==> src/tdb_pkg.sv <==
/*
 * tdb_pkg: constants, bus carriers and state types of the timer burst
 * access engine. Assumes an AHB-Lite register bus with 32-bit data and a
 * timer register file reached through the tdb_tgt_s access port.
 */
package tdb_pkg;

   // register map, byte offsets inside the timer window
   localparam logic [7:0]  TDB_OFS_DCTRL   = 8'h48;
   localparam logic [7:0]  TDB_OFS_DPORT   = 8'h4c;
   localparam logic [7:0]  TDB_OFS_MODE    = 8'h50;
   // address of control register one inside the timer window
   localparam logic [7:0]  TDB_CTRL1_ADDR  = 8'h00;

   // field positions of dma_burst_control
   localparam int          TDB_BASE_LSB    = 0;
   localparam int          TDB_LEN_LSB     = 8;
   // field positions of the mode/status register
   localparam int          TDB_BYTE_BIT    = 0;
   localparam int          TDB_IDX_LSB     = 8;

   // reset values
   localparam logic [15:0] TDB_DCTRL_RST   = 16'h0000;
   localparam logic [15:0] TDB_DPORT_RST   = 16'h0000;
   localparam logic        TDB_BYTE_RST    = 1'b0;

   // one register step is one 32-bit word
   localparam int          TDB_STEP_SHIFT  = 2;

   // ahb encodings
   localparam logic [1:0]  TDB_HTRANS_NSEQ = 2'h2;
   localparam logic        TDB_HRESP_OKAY  = 1'b0;

   typedef enum logic [1:0] {
      TDB_ST_IDLE,
      TDB_ST_PORT_A,
      TDB_ST_PORT_B,
      TDB_ST_PORT_END
   } tdb_state_e;

   // ahb-lite inputs of the slave
   typedef struct packed {
      logic        hsel;
      logic [31:0] haddr;
      logic [1:0]  htrans;
      logic        hwrite;
      logic [2:0]  hsize;
      logic [31:0] hwdata;
      logic        hready;
   } tdb_ahb_in_s;

   // ahb-lite outputs of the slave
   typedef struct packed {
      logic [31:0] hrdata;
      logic        hreadyout;
      logic        hresp;
   } tdb_ahb_out_s;

   // access port towards the timer register file
   typedef struct packed {
      logic [7:0]  addr;
      logic [15:0] wdata;
      logic        wr;
      logic        rd;
   } tdb_tgt_s;

endpackage : tdb_pkg

==> src/tdb_burst.sv <==
/*
 * tdb_burst: burst access engine of the advanced timer. Holds the burst
 * control register, the mode/status register and the burst data port,
 * and turns each data port access into one or two accesses of
 * consecutive timer registers.
 * Assumes: one AHB-Lite master, single word transfers only, hready of
 * the bus tied to hreadyout; only haddr[7:0] is decoded and hsize is
 * ignored. The timer register file writes on the clock edge that ends
 * a cycle with tgt.wr high and presents the addressed register on
 * tgt_rdata during a cycle with tgt.rd high (combinational read).
 * Bus timing: control and mode registers answer with no wait state; a
 * data port access holds hreadyout low for two cycles with 16-bit data
 * and three cycles with 8-bit data, one cycle per register strobe plus
 * one to launch the first strobe.
 * Limitations: burst_length above seventeen is not clamped; with 8-bit
 * data and an odd register count the low byte of the last datum falls
 * past the end of the burst into the next register; reads of the data port always
 * return the target register, never the value last written.
 */
// Chosen here: the AHB-Lite interface to the registers.
`timescale 1ns/1ps

// Contract
// - burst_base_offset in bits 4:0 of dma_burst_control picks the first target register counted from control register one.
// - burst_length in bits 12:8 plus one is the number of register transfers per burst, one to eighteen; the code does not clamp it, so up to thirty-two.
// - every read or write of burst_data_port becomes an access of the currently selected timer register.
// - the target is control register one plus burst_base_offset plus the running index.
// - in 16-bit mode a datum goes to one register, in 8-bit mode the upper byte goes to one register and the lower byte to the next.
// - the sum of offset and index is scaled by four bytes to give the target address.
// - burst_data_port is a 16-bit register reset to zero whose accesses are redirected to the target.
module tdb_burst (
   input  wire logic                  hclk,
   input  wire logic                  hresetn,
   input  wire tdb_pkg::tdb_ahb_in_s  ahb_in,
   output tdb_pkg::tdb_ahb_out_s      ahb_out,
   output tdb_pkg::tdb_tgt_s          tgt_out,
   input  wire logic [15:0]           tgt_rdata
);
   import tdb_pkg::*;

   // all state of the engine, registered as one word
   typedef struct packed {
      tdb_state_e   st;         // access sequencer
      // dma_burst_control fields and the 8-bit data switch
      logic [4:0]   base;
      logic [4:0]   len;
      logic         byte_mode;
      // running index into the burst, and the last port datum
      logic [4:0]   idx;
      logic [15:0]  port_val;
      // pending register write, or direction of a port access
      logic         wr_pend;
      logic [7:0]   aoff;       // offset of the last address phase
      // registered bus answer and target strobes
      tdb_ahb_out_s ahb;
      tdb_tgt_s     tgt;
   } tdb_regs_s;

   tdb_regs_s cur_ff;
   tdb_regs_s nxt_cur;

   ////////////////////////////////////////////////////////////////////////////
   // helpers

   // byte address of the register at offset base + index
   function automatic logic [7:0] tdb_tgt_addr(input logic [4:0] base,
                                                input logic [4:0] idx);
      logic [7:0] sum;
      sum = {3'h0, base} + {3'h0, idx};
      return TDB_CTRL1_ADDR + (sum << TDB_STEP_SHIFT);
   endfunction : tdb_tgt_addr

   // index after a port access; wraps once the burst is used up
   function automatic logic [4:0] tdb_next_idx(input logic [4:0] idx,
                                                input logic [4:0] len,
                                                input logic       byte_mode);
      logic [5:0] nxt;
      logic [5:0] count;
      nxt   = {1'b0, idx} + (byte_mode ? 6'h02 : 6'h01);
      count = {1'b0, len} + 6'h01;
      return (nxt >= count) ? 5'h00 : nxt[4:0];
   endfunction : tdb_next_idx

   // one decode of a byte offset, shared by every register select
   function automatic logic tdb_hit(input logic [7:0] addr,
                                    input logic [7:0] ofs);
      return (addr == ofs);
   endfunction : tdb_hit

   // one byte of a datum, zero extended, for the 8-bit register pair
   function automatic logic [15:0] tdb_byte_lane(input logic [15:0] data,
                                                 input logic        upper);
      logic [7:0] lane;
      lane = upper ? data[15:8] : data[7:0];
      return {8'h00, lane};
   endfunction : tdb_byte_lane

   // read-back word of dma_burst_control; reserved bits read zero
   function automatic logic [31:0] tdb_ctrl_word(input logic [4:0] base,
                                                 input logic [4:0] len);
      logic [31:0] w;
      w                    = 32'h0000_0000;
      w[TDB_BASE_LSB +: 5] = base;
      w[TDB_LEN_LSB +: 5]  = len;
      return w;
   endfunction : tdb_ctrl_word

   // read-back word of the mode/status register
   function automatic logic [31:0] tdb_mode_word(input logic       byte_mode,
                                                 input logic [4:0] idx);
      logic [31:0] w;
      w                   = 32'h0000_0000;
      w[TDB_BYTE_BIT]     = byte_mode;
      w[TDB_IDX_LSB +: 5] = idx;
      return w;
   endfunction : tdb_mode_word

   // read result: whole register, or the byte pair rebuilt high first
   function automatic logic [15:0] tdb_read_word(input logic        byte_mode,
                                                 input logic [15:0] first,
                                                 input logic [15:0] rdata);
      logic [15:0] w;
      w = byte_mode ? {first[15:8], rdata[7:0]} : rdata;
      return w;
   endfunction : tdb_read_word

   ////////////////////////////////////////////////////////////////////////////
   // next state

   // cycle walk of a 16-bit data port write, edge n ends cycle n:
   //   c0  address phase taken at edge 0, sequencer goes to PORT_A
   //   c1  hreadyout low, master puts hwdata; target strobe launched
   //   c2  tgt.wr high at base plus index; the target writes at edge 2
   //   c3  hreadyout high again, index stepped; master done at edge 3
   // a read is the same with tgt.rd in c2 and hrdata standing in c3;
   // 8-bit data adds one cycle with the second strobe at index plus one

   // taken address phase; hready low means the bus is still stalled
   logic addr_phase;
   assign addr_phase = ahb_in.hsel && ahb_in.htrans[1] && ahb_in.hready;

   // offset decode of the address phase and of the pending write
   logic sel_dctrl;
   logic sel_port;
   logic sel_mode;
   logic pend_dctrl;
   logic pend_mode;
   assign sel_dctrl  = tdb_hit(ahb_in.haddr[7:0], TDB_OFS_DCTRL);
   assign sel_port   = tdb_hit(ahb_in.haddr[7:0], TDB_OFS_DPORT);
   assign sel_mode   = tdb_hit(ahb_in.haddr[7:0], TDB_OFS_MODE);
   assign pend_dctrl = tdb_hit(cur_ff.aoff, TDB_OFS_DCTRL);
   assign pend_mode  = tdb_hit(cur_ff.aoff, TDB_OFS_MODE);

   // one pass over the whole state word; strobes default to idle
   always_comb begin
      nxt_cur = cur_ff;
      nxt_cur.ahb.hresp = TDB_HRESP_OKAY;
      nxt_cur.tgt.wr    = 1'b0;
      nxt_cur.tgt.rd    = 1'b0;
      // sequencer:
      //   IDLE      register accesses, pending writes, port address phase
      //   PORT_A    first target strobe at base plus index
      //   PORT_B    second strobe of an 8-bit pair at index plus one
      //   PORT_END  read result captured, index stepped, bus released
      case (cur_ff.st)
         TDB_ST_IDLE: begin
            // register writes land at the end of their data phase
            if (cur_ff.wr_pend) begin
               nxt_cur.wr_pend = 1'b0;
               if (pend_dctrl) begin
                  nxt_cur.base = ahb_in.hwdata[TDB_BASE_LSB +: 5];
                  nxt_cur.len  = ahb_in.hwdata[TDB_LEN_LSB +: 5];
                  nxt_cur.idx  = 5'h00;  // new setup starts a fresh burst
               end else if (pend_mode) begin
                  nxt_cur.byte_mode = ahb_in.hwdata[TDB_BYTE_BIT];
                  nxt_cur.idx       = 5'h00;
               end
            end
            nxt_cur.ahb.hreadyout = 1'b1;
            nxt_cur.ahb.hrdata    = 32'h0000_0000;
            if (addr_phase) begin
               nxt_cur.aoff = ahb_in.haddr[7:0];
               if (sel_port) begin
                  // data port: stall until the target access is done
                  nxt_cur.ahb.hreadyout = 1'b0;
                  nxt_cur.tgt.wdata     = {15'h0000, ahb_in.hwrite};
                  nxt_cur.st            = TDB_ST_PORT_A;
               end else if (ahb_in.hwrite) begin
                  nxt_cur.wr_pend = 1'b1;
               end else if (sel_dctrl) begin
                  nxt_cur.ahb.hrdata = tdb_ctrl_word(cur_ff.base, cur_ff.len);
               end else if (sel_mode) begin
                  nxt_cur.ahb.hrdata = tdb_mode_word(cur_ff.byte_mode, cur_ff.idx);
               end
            end
         end
         TDB_ST_PORT_A: begin
            // tgt.wdata[0] carries the captured hwrite until now
            nxt_cur.tgt.addr = tdb_tgt_addr(cur_ff.base, cur_ff.idx);
            if (cur_ff.tgt.wdata[0]) begin
               nxt_cur.tgt.wr       = 1'b1;
               nxt_cur.port_val     = ahb_in.hwdata[15:0];
               nxt_cur.tgt.wdata    = cur_ff.byte_mode ?
                                      tdb_byte_lane(ahb_in.hwdata[15:0], 1'b1) :
                                      ahb_in.hwdata[15:0];
            end else begin
               nxt_cur.tgt.rd    = 1'b1;
               nxt_cur.tgt.wdata = 16'h0000;
            end
            nxt_cur.wr_pend = cur_ff.tgt.wdata[0];  // remembers direction
            nxt_cur.st = cur_ff.byte_mode ? TDB_ST_PORT_B : TDB_ST_PORT_END;
         end
         TDB_ST_PORT_B: begin
            // second half of an 8-bit pair goes to the next register
            nxt_cur.tgt.addr = tdb_tgt_addr(cur_ff.base,
                                            cur_ff.idx + 5'h01);
            if (cur_ff.wr_pend) begin
               nxt_cur.tgt.wr    = 1'b1;
               nxt_cur.tgt.wdata = tdb_byte_lane(ahb_in.hwdata[15:0], 1'b0);
            end else begin
               nxt_cur.tgt.rd    = 1'b1;
               nxt_cur.port_val  = {tgt_rdata[7:0], 8'h00};
            end
            nxt_cur.st = TDB_ST_PORT_END;
         end
         TDB_ST_PORT_END: begin
            if (!cur_ff.wr_pend) begin
               // read result: whole register, or the byte pair rebuilt
               nxt_cur.port_val = tdb_read_word(cur_ff.byte_mode,
                                                cur_ff.port_val,
                                                tgt_rdata);
               nxt_cur.ahb.hrdata = {16'h0000, nxt_cur.port_val};
            end
            nxt_cur.wr_pend       = 1'b0;
            nxt_cur.idx           = tdb_next_idx(cur_ff.idx, cur_ff.len,
                                                 cur_ff.byte_mode);
            nxt_cur.ahb.hreadyout = 1'b1;
            nxt_cur.st            = TDB_ST_IDLE;
         end
         default: begin
            nxt_cur.st = TDB_ST_IDLE;
         end
      endcase
   end

   ////////////////////////////////////////////////////////////////////////////
   // state register

   // reset loads constants only; bus ready at once so the first address
   // phase after release is taken
   always_ff @(posedge hclk or negedge hresetn) begin
      if (!hresetn) begin
         cur_ff.st            <= TDB_ST_IDLE;
         cur_ff.base          <= TDB_DCTRL_RST[TDB_BASE_LSB +: 5];
         cur_ff.len           <= TDB_DCTRL_RST[TDB_LEN_LSB +: 5];
         cur_ff.byte_mode     <= TDB_BYTE_RST;
         cur_ff.idx           <= 5'h00;
         cur_ff.port_val      <= TDB_DPORT_RST;
         cur_ff.wr_pend       <= 1'b0;
         cur_ff.aoff          <= 8'h00;
         cur_ff.ahb.hrdata    <= 32'h0000_0000;
         cur_ff.ahb.hreadyout <= 1'b1;
         cur_ff.ahb.hresp     <= TDB_HRESP_OKAY;
         cur_ff.tgt           <= '0;
      end else begin
         cur_ff <= nxt_cur;
      end
   end

   // all outputs straight from the state flops
   assign ahb_out = cur_ff.ahb;
   assign tgt_out = cur_ff.tgt;

endmodule : tdb_burst

==> config.mk <==
export PLATFORM = sky130hd
export DESIGN_NAME = tdb_burst
export DESIGN_NICKNAME = d
export VERILOG_FILES = /design/src/tdb_pkg.sv /design/src/tdb_burst.sv
export SDC_FILE = /design/constraint.sdc
export NUM_CORES = 1
export LEC_CHECK = 0
export ABC_AREA = 1
export CAP_MARGIN = 20
export CORE_ASPECT_RATIO = 0.6
export CORE_MARGIN = 8
export CORE_UTILIZATION = 55
export DETAILED_ROUTE_END_ITERATION = 10
export DONT_BUFFER_PORTS = 1
export PLACE_DENSITY = 0.7
export SLEW_MARGIN = 15
export SYNTH_ARGS = -nofsm -noshare
export SYNTH_HDL_FRONTEND = slang
export SYNTH_SLANG_ARGS = --single-unit
==> constraint.sdc <==
create_clock -name hclk -period 5.3 [get_ports hclk]
set_clock_uncertainty 0.15 [all_clocks]
set_input_delay 1.06 -clock hclk [delete_from_list [all_inputs] [get_ports hclk]]
set_output_delay 1.06 -clock hclk [all_outputs]
set_load 0.1 [all_outputs]
# --- Word-level counts from Yosys, hierarchy flattened ---
# Index checks and enable logic that the tools add are counted.
totals:
  reg_bits: 102
  in_bits: 90
  elab_cells: 90
  out_inout_bits: 60
classes:
  n_reduce_logical: 16
  n_bitwise: 1
  n_mux: 37
  eq_ne: 16
  magnitude_cmp: 1
  n_addsub: 5
op_table:
  columns: ["op", "count"]
  rows:
  - ["16-bit two-way mux", 8]
  - ["32-bit two-way mux", 3]
  - ["16-bit case mux with 3 select lines", 2]
  - ["33-bit case mux with 2 select lines", 1]
  - ["42-bit two-way mux", 1]
  - ["8-bit by 7-bit == test with 1-bit output (second input constant)", 5]
  - ["13-bit two-way mux", 2]
  - ["5-bit two-way mux", 4]
  - ["17-bit two-way mux", 1]
  - ["8-bit case mux with 2 select lines", 1]
  - ["2-bit inequality test (second input constant)", 7]
  - ["5-bit by 5-bit adder with 6-bit output", 2]
  - ["4-bit AND reduction", 3]
  - ["5-bit case mux with 2 select lines", 1]
  - ["3-bit nonzero test", 3]
  - ["2-bit case mux with 4 select lines", 1]
  - ["1-bit two-way mux", 7]
  - ["5-bit by 1-bit adder with 6-bit output (second input constant)", 1]
  - ["5-bit by 2-bit adder with 6-bit output", 1]
  - ["6-bit >= comparator", 1]
  - ["2-bit two-way mux", 3]
  - ["2-bit AND reduction", 3]
  - ["3-bit AND reduction", 2]
  - ["5-bit by 1-bit adder with 5-bit output (second input constant)", 1]
  - ["9 further kinds", 12]

# --- Longest topological paths before layout ---
logic_depth:
  word_depth: 7
  mapped_depth: 16
  ltp_nobuf: 15

# --- Least setup slack after synthesis ---
# No wires, ideal clock.
synth_timing:
  path_type: "register to register"
  start: "register cur_ff[90] in the netlist's numbering"
  end: "register cur_ff[85] in the netlist's numbering"
  period_less_slack_ns: 2.514
  arrival_ns: 2.247
  t_required_ns: 5.033
  path_slack_ns: 2.786
  path_stages_with_launch: 16
  path_buffers: 1
  setup_time_ns: 0.117
  cell_sequence: "dfrtp_1 -> buf_2 -> inv_2 -> ha_1 -> inv_1 -> fa_1 -> nor2_1 -> nand2_1 -> and2_1 -> ha_1 -> nand2_1 -> o21a_1 -> nand2_1 -> nor2_1 -> nand2_1 -> nand2_1"
synth_via:
  elab_chain_cells: 5
synth_rtl:
  columns: ["element", "line_no", "rtl"]
  rows:
  - ["start: declaration", "tdb_burst.sv:59", "tdb_regs_s cur_ff;"]
  - ["start signal: assignment", "tdb_burst.sv:266", "cur_ff <= nxt_cur;"]
  - ["2-bit two-way mux *", "tdb_burst.sv:79", "nxt = {1'b0, idx} + (byte_mode ? 6'h02 : 6'h01);"]
  - ["5-bit by 2-bit adder with 6-bit output *", "tdb_burst.sv:79", null]
  - ["6-bit >= comparator", "tdb_burst.sv:81", "return (nxt >= count) ? 5'h00 : nxt[4:0];"]
  - ["5-bit two-way mux *", "tdb_burst.sv:81", null]
  - ["5-bit case mux with 2 select lines *", "tdb_burst.sv:165", "case (cur_ff.st)"]
# Mark *: on every way between the ends. The rest lies on a longest branch, timed or not.
# A chain may end at the register's enable or synchronous reset.

# --- Final worst setup path ---
layout_timing:
  start: "register cur_ff[90] in the netlist's numbering"
  end: "register cur_ff[88] in the netlist's numbering"
# Same word-level chain as after synthesis.

==> metrics.cfg <==
[outcome]
outcome=finished, final reports clean

[job]
maxCapViolations=0

[global_route]
antenna_found_initial=0
grt_pass1_vias=3617
grt_max_degree=77
grtUsageTotal_pct=19.8
grt-ovfl-total=0
grt_pass1_wl_um=19300

[clock_network]
cts_buffers=9
cts.clk_slew.worst_paths_ns=0.06
htreeDepth=3
cts.sinks=76
clkLatencyLatePin_ns=0.35
root_buffer=clkbuf_16
clock_tree.buffer_depth=2
holdBufCountCts=0
cts_setup_buffers=0
cts_tree=built
ctsResizeCount=0

[setup_path]
crit_required_ns=5.38
end_kind=register
ff2ff_path_depth=15
crit_path_start_kind=register
path_max_fanout=27
path_class=reg2reg
worstPathArrival_ns=3.32

[sta]
slew_headroom_pct=31.7
tightestPinTransition_ns=1.02
rsz0062_at_grt=no
fin_crit_sh_pct=61.2
hold_viol=0
final-setup-viol-count=0
fin_crit_ns=3.25
slew_viol_final=0
fmax_mhz=308
tns_ns=0

[detailed_routing]
routed_wl_um=12200
drt-vias-per-instance=5.60
drt_iter0_drc=399
remaining_drc_errors=0
first_pass_iters=6
vias=3809
wl_per_cell_um=18.0
final_antenna_net_count=0

[pwr]
p_leak_uw=0.00246
clkPwrFrac_pct=16.9
p_sw_uw=2190
p_int_uw=1690
power_frac_seq_pct=46.8
finalPower_uw=3880
switching_share_pct=56.6
power_density_nw_per_um2=797
irDropWorstVdd_uv=493
power_frac_comb_pct=36.3

[place]
place.gp.congestion=0.870
postPlaceCellArea_um2=4550
dp_hpwl_um=9220
dp_cells=665
port_buffers=0

[layout]
postLayoutCellArea_um2=4870
n_fill_cell=774
stdcell_count=680
final_layout_size_suffix_gt1_share_pct=10.6
antenna_cells=0
area_growth_syn_to_layout_pct=-1.14
fin_util_pct=56.7
nets=676

[logic_synthesis]
synth_edf_count=0
syn_area_per_cell_um2=8.03
syn_inst=613
synthFlopType=dfrtp_1
syn_area_um2=4920
synth_seq_cells=76
yosysSeqAreaShare_pct=38.7
async_reset_ff_share_pct=100
yosysWarnings=0
synth_cell_type_count=42

[floorplanning]
die_w_um=138
die_y_um=89.3
die_area_um2=12300
row_count=26
core_area_um2=8590
initial_core_util_pct=57.3
io_pins=150

[min_path]
worstHoldPathType=in2async

per-stage QoR:
step                setup WS (ns)  hold slack [ns]
floorplan                    2.79            0.293
global placement             2.20            0.326
detailed placement           2.16            0.327
CTS                          2.13            0.247
global route                 1.83            0.250
finish                       2.05            0.262
state kept, by name, indices dropped and copies added (netlist names):
signal,cells
cur_ff,35
tgt_out,24
ahb_out,17
layout by cell type (no fill, tap or decap), drive strengths merged:
cell and instances:
nand2 153, dfrtp 75, o21ai 70, inv 55, nor2 47, nand3 37
a21oi 32, ha 20, conb 19, clkbuf 11, a22o 8, nand4 8
xor2 5, xnor2 4, a22oi 4, nor3 3, clkinv 3, a21boi 2
fa 2, bufinv 2, or2 1, and2 1, nor3b 1, o21a 1
mux2 1, o31ai 1, dfstp 1, buf 1
synthesized netlist by cell type, types with 3 or more instances:
library cell	instances	area [um^2]
nand2_1	148	556
dfrtp_1	75	1880
buf_4	61	458
inv_1	50	188
nor2_1	38	143
nand3_1	35	175
o21ai_0	35	175
a21oi_1	31	155
ha_1	20	250
o21ai_1	19	95.1
o21ai_2	16	140
a22o_1	8	70.1
buf_2	8	40.0
buf_6	7	78.8
nor2_2	7	43.8
nand4_1	6	37.5
xor2_1	5	43.8
a22oi_1	4	30.0
inv_2	4	15.0
xnor2_1	4	35.0
clkbuf_1	3	11.3
nand2_4	3	33.8
area by class of cell:
type                            count  area, um^2  share of cell area (%)
Clock inverter                      4        73.8                    1.52
Tap cell                          112         140                    2.88
Inverter                           56         213                    4.37
Multi-Input combinational cell    420        2290                    47.0
Clock buffer                       11         243                    4.99
Timing Repair Buffer                1        7.51                   0.154
Sequential cell                    76        1900                    39.1
worst paths after layout:
check,slack (ns),end,from
worst max-delay path,2.05,cur_ff[88],cur_ff[90]
worst min-delay path,0.26,cur_ff[85],hresetn
worst max register to register,2.05,cur_ff[88],cur_ff[90]
worst min register to register,0.34,cur_ff[61],cur_ff[61]
max in group asynchronous,4.53,ahb_out[1],hresetn
min in group hclk,0.34,cur_ff[61],cur_ff[61]
power by group through the flow:
stage | Combinational [uW] | Clock (uW) | Sequential [uW]
after global routing | 1600 | 691 | 1840
final | 1410 | 657 | 1820
after global placement | 1340 | 0 | 1820
after detailed placement | 1390 | 0 | 1820
after floorplan | 2220 | 0 | 927
after CTS | 1400 | 670 | 1820
metal layers:
metal  vias to the layer above  GRT usage (%)  part of all wire [%]
met5                         -              0                     0
met4                         0           6.76                   1.4
met3                        20           9.02                    12
met2                       176           27.6                    41
met1                      1793           26.5                    46
li1                       1820              -                     -
cell families after synthesis:
kind of cell | Yosys count | synth area share [%]
AOI/OAI and AO/OA | 118 | 14.5
and+or+nand+nor | 251 | 22.8
xor gates and xnor gates | 9 | 1.60
buffers and inverters | 135 | 16.3
adders and majority gates | 22 | 5.90
other | 1 | 0.0762
muxes | 1 | 0.229
DFF | 76 | 38.7
critical path, stage by stage (launching register included):
cell and delay [ns]:
dfrtp_1 0.74, inv_2 0.31, ha_1 0.21, inv_1 0.06, fa_1 0.42, nor2_1 0.12, nand2_1 0.05, and2_1 0.19
ha_1 0.28, nand2_1 0.07, nor2_1 0.11, o21ai_0 0.09, nand2_1 0.16, nor2_1 0.06, nand2_1 0.06, nand2_1 0.05
(Power assumes the default switching activity.)
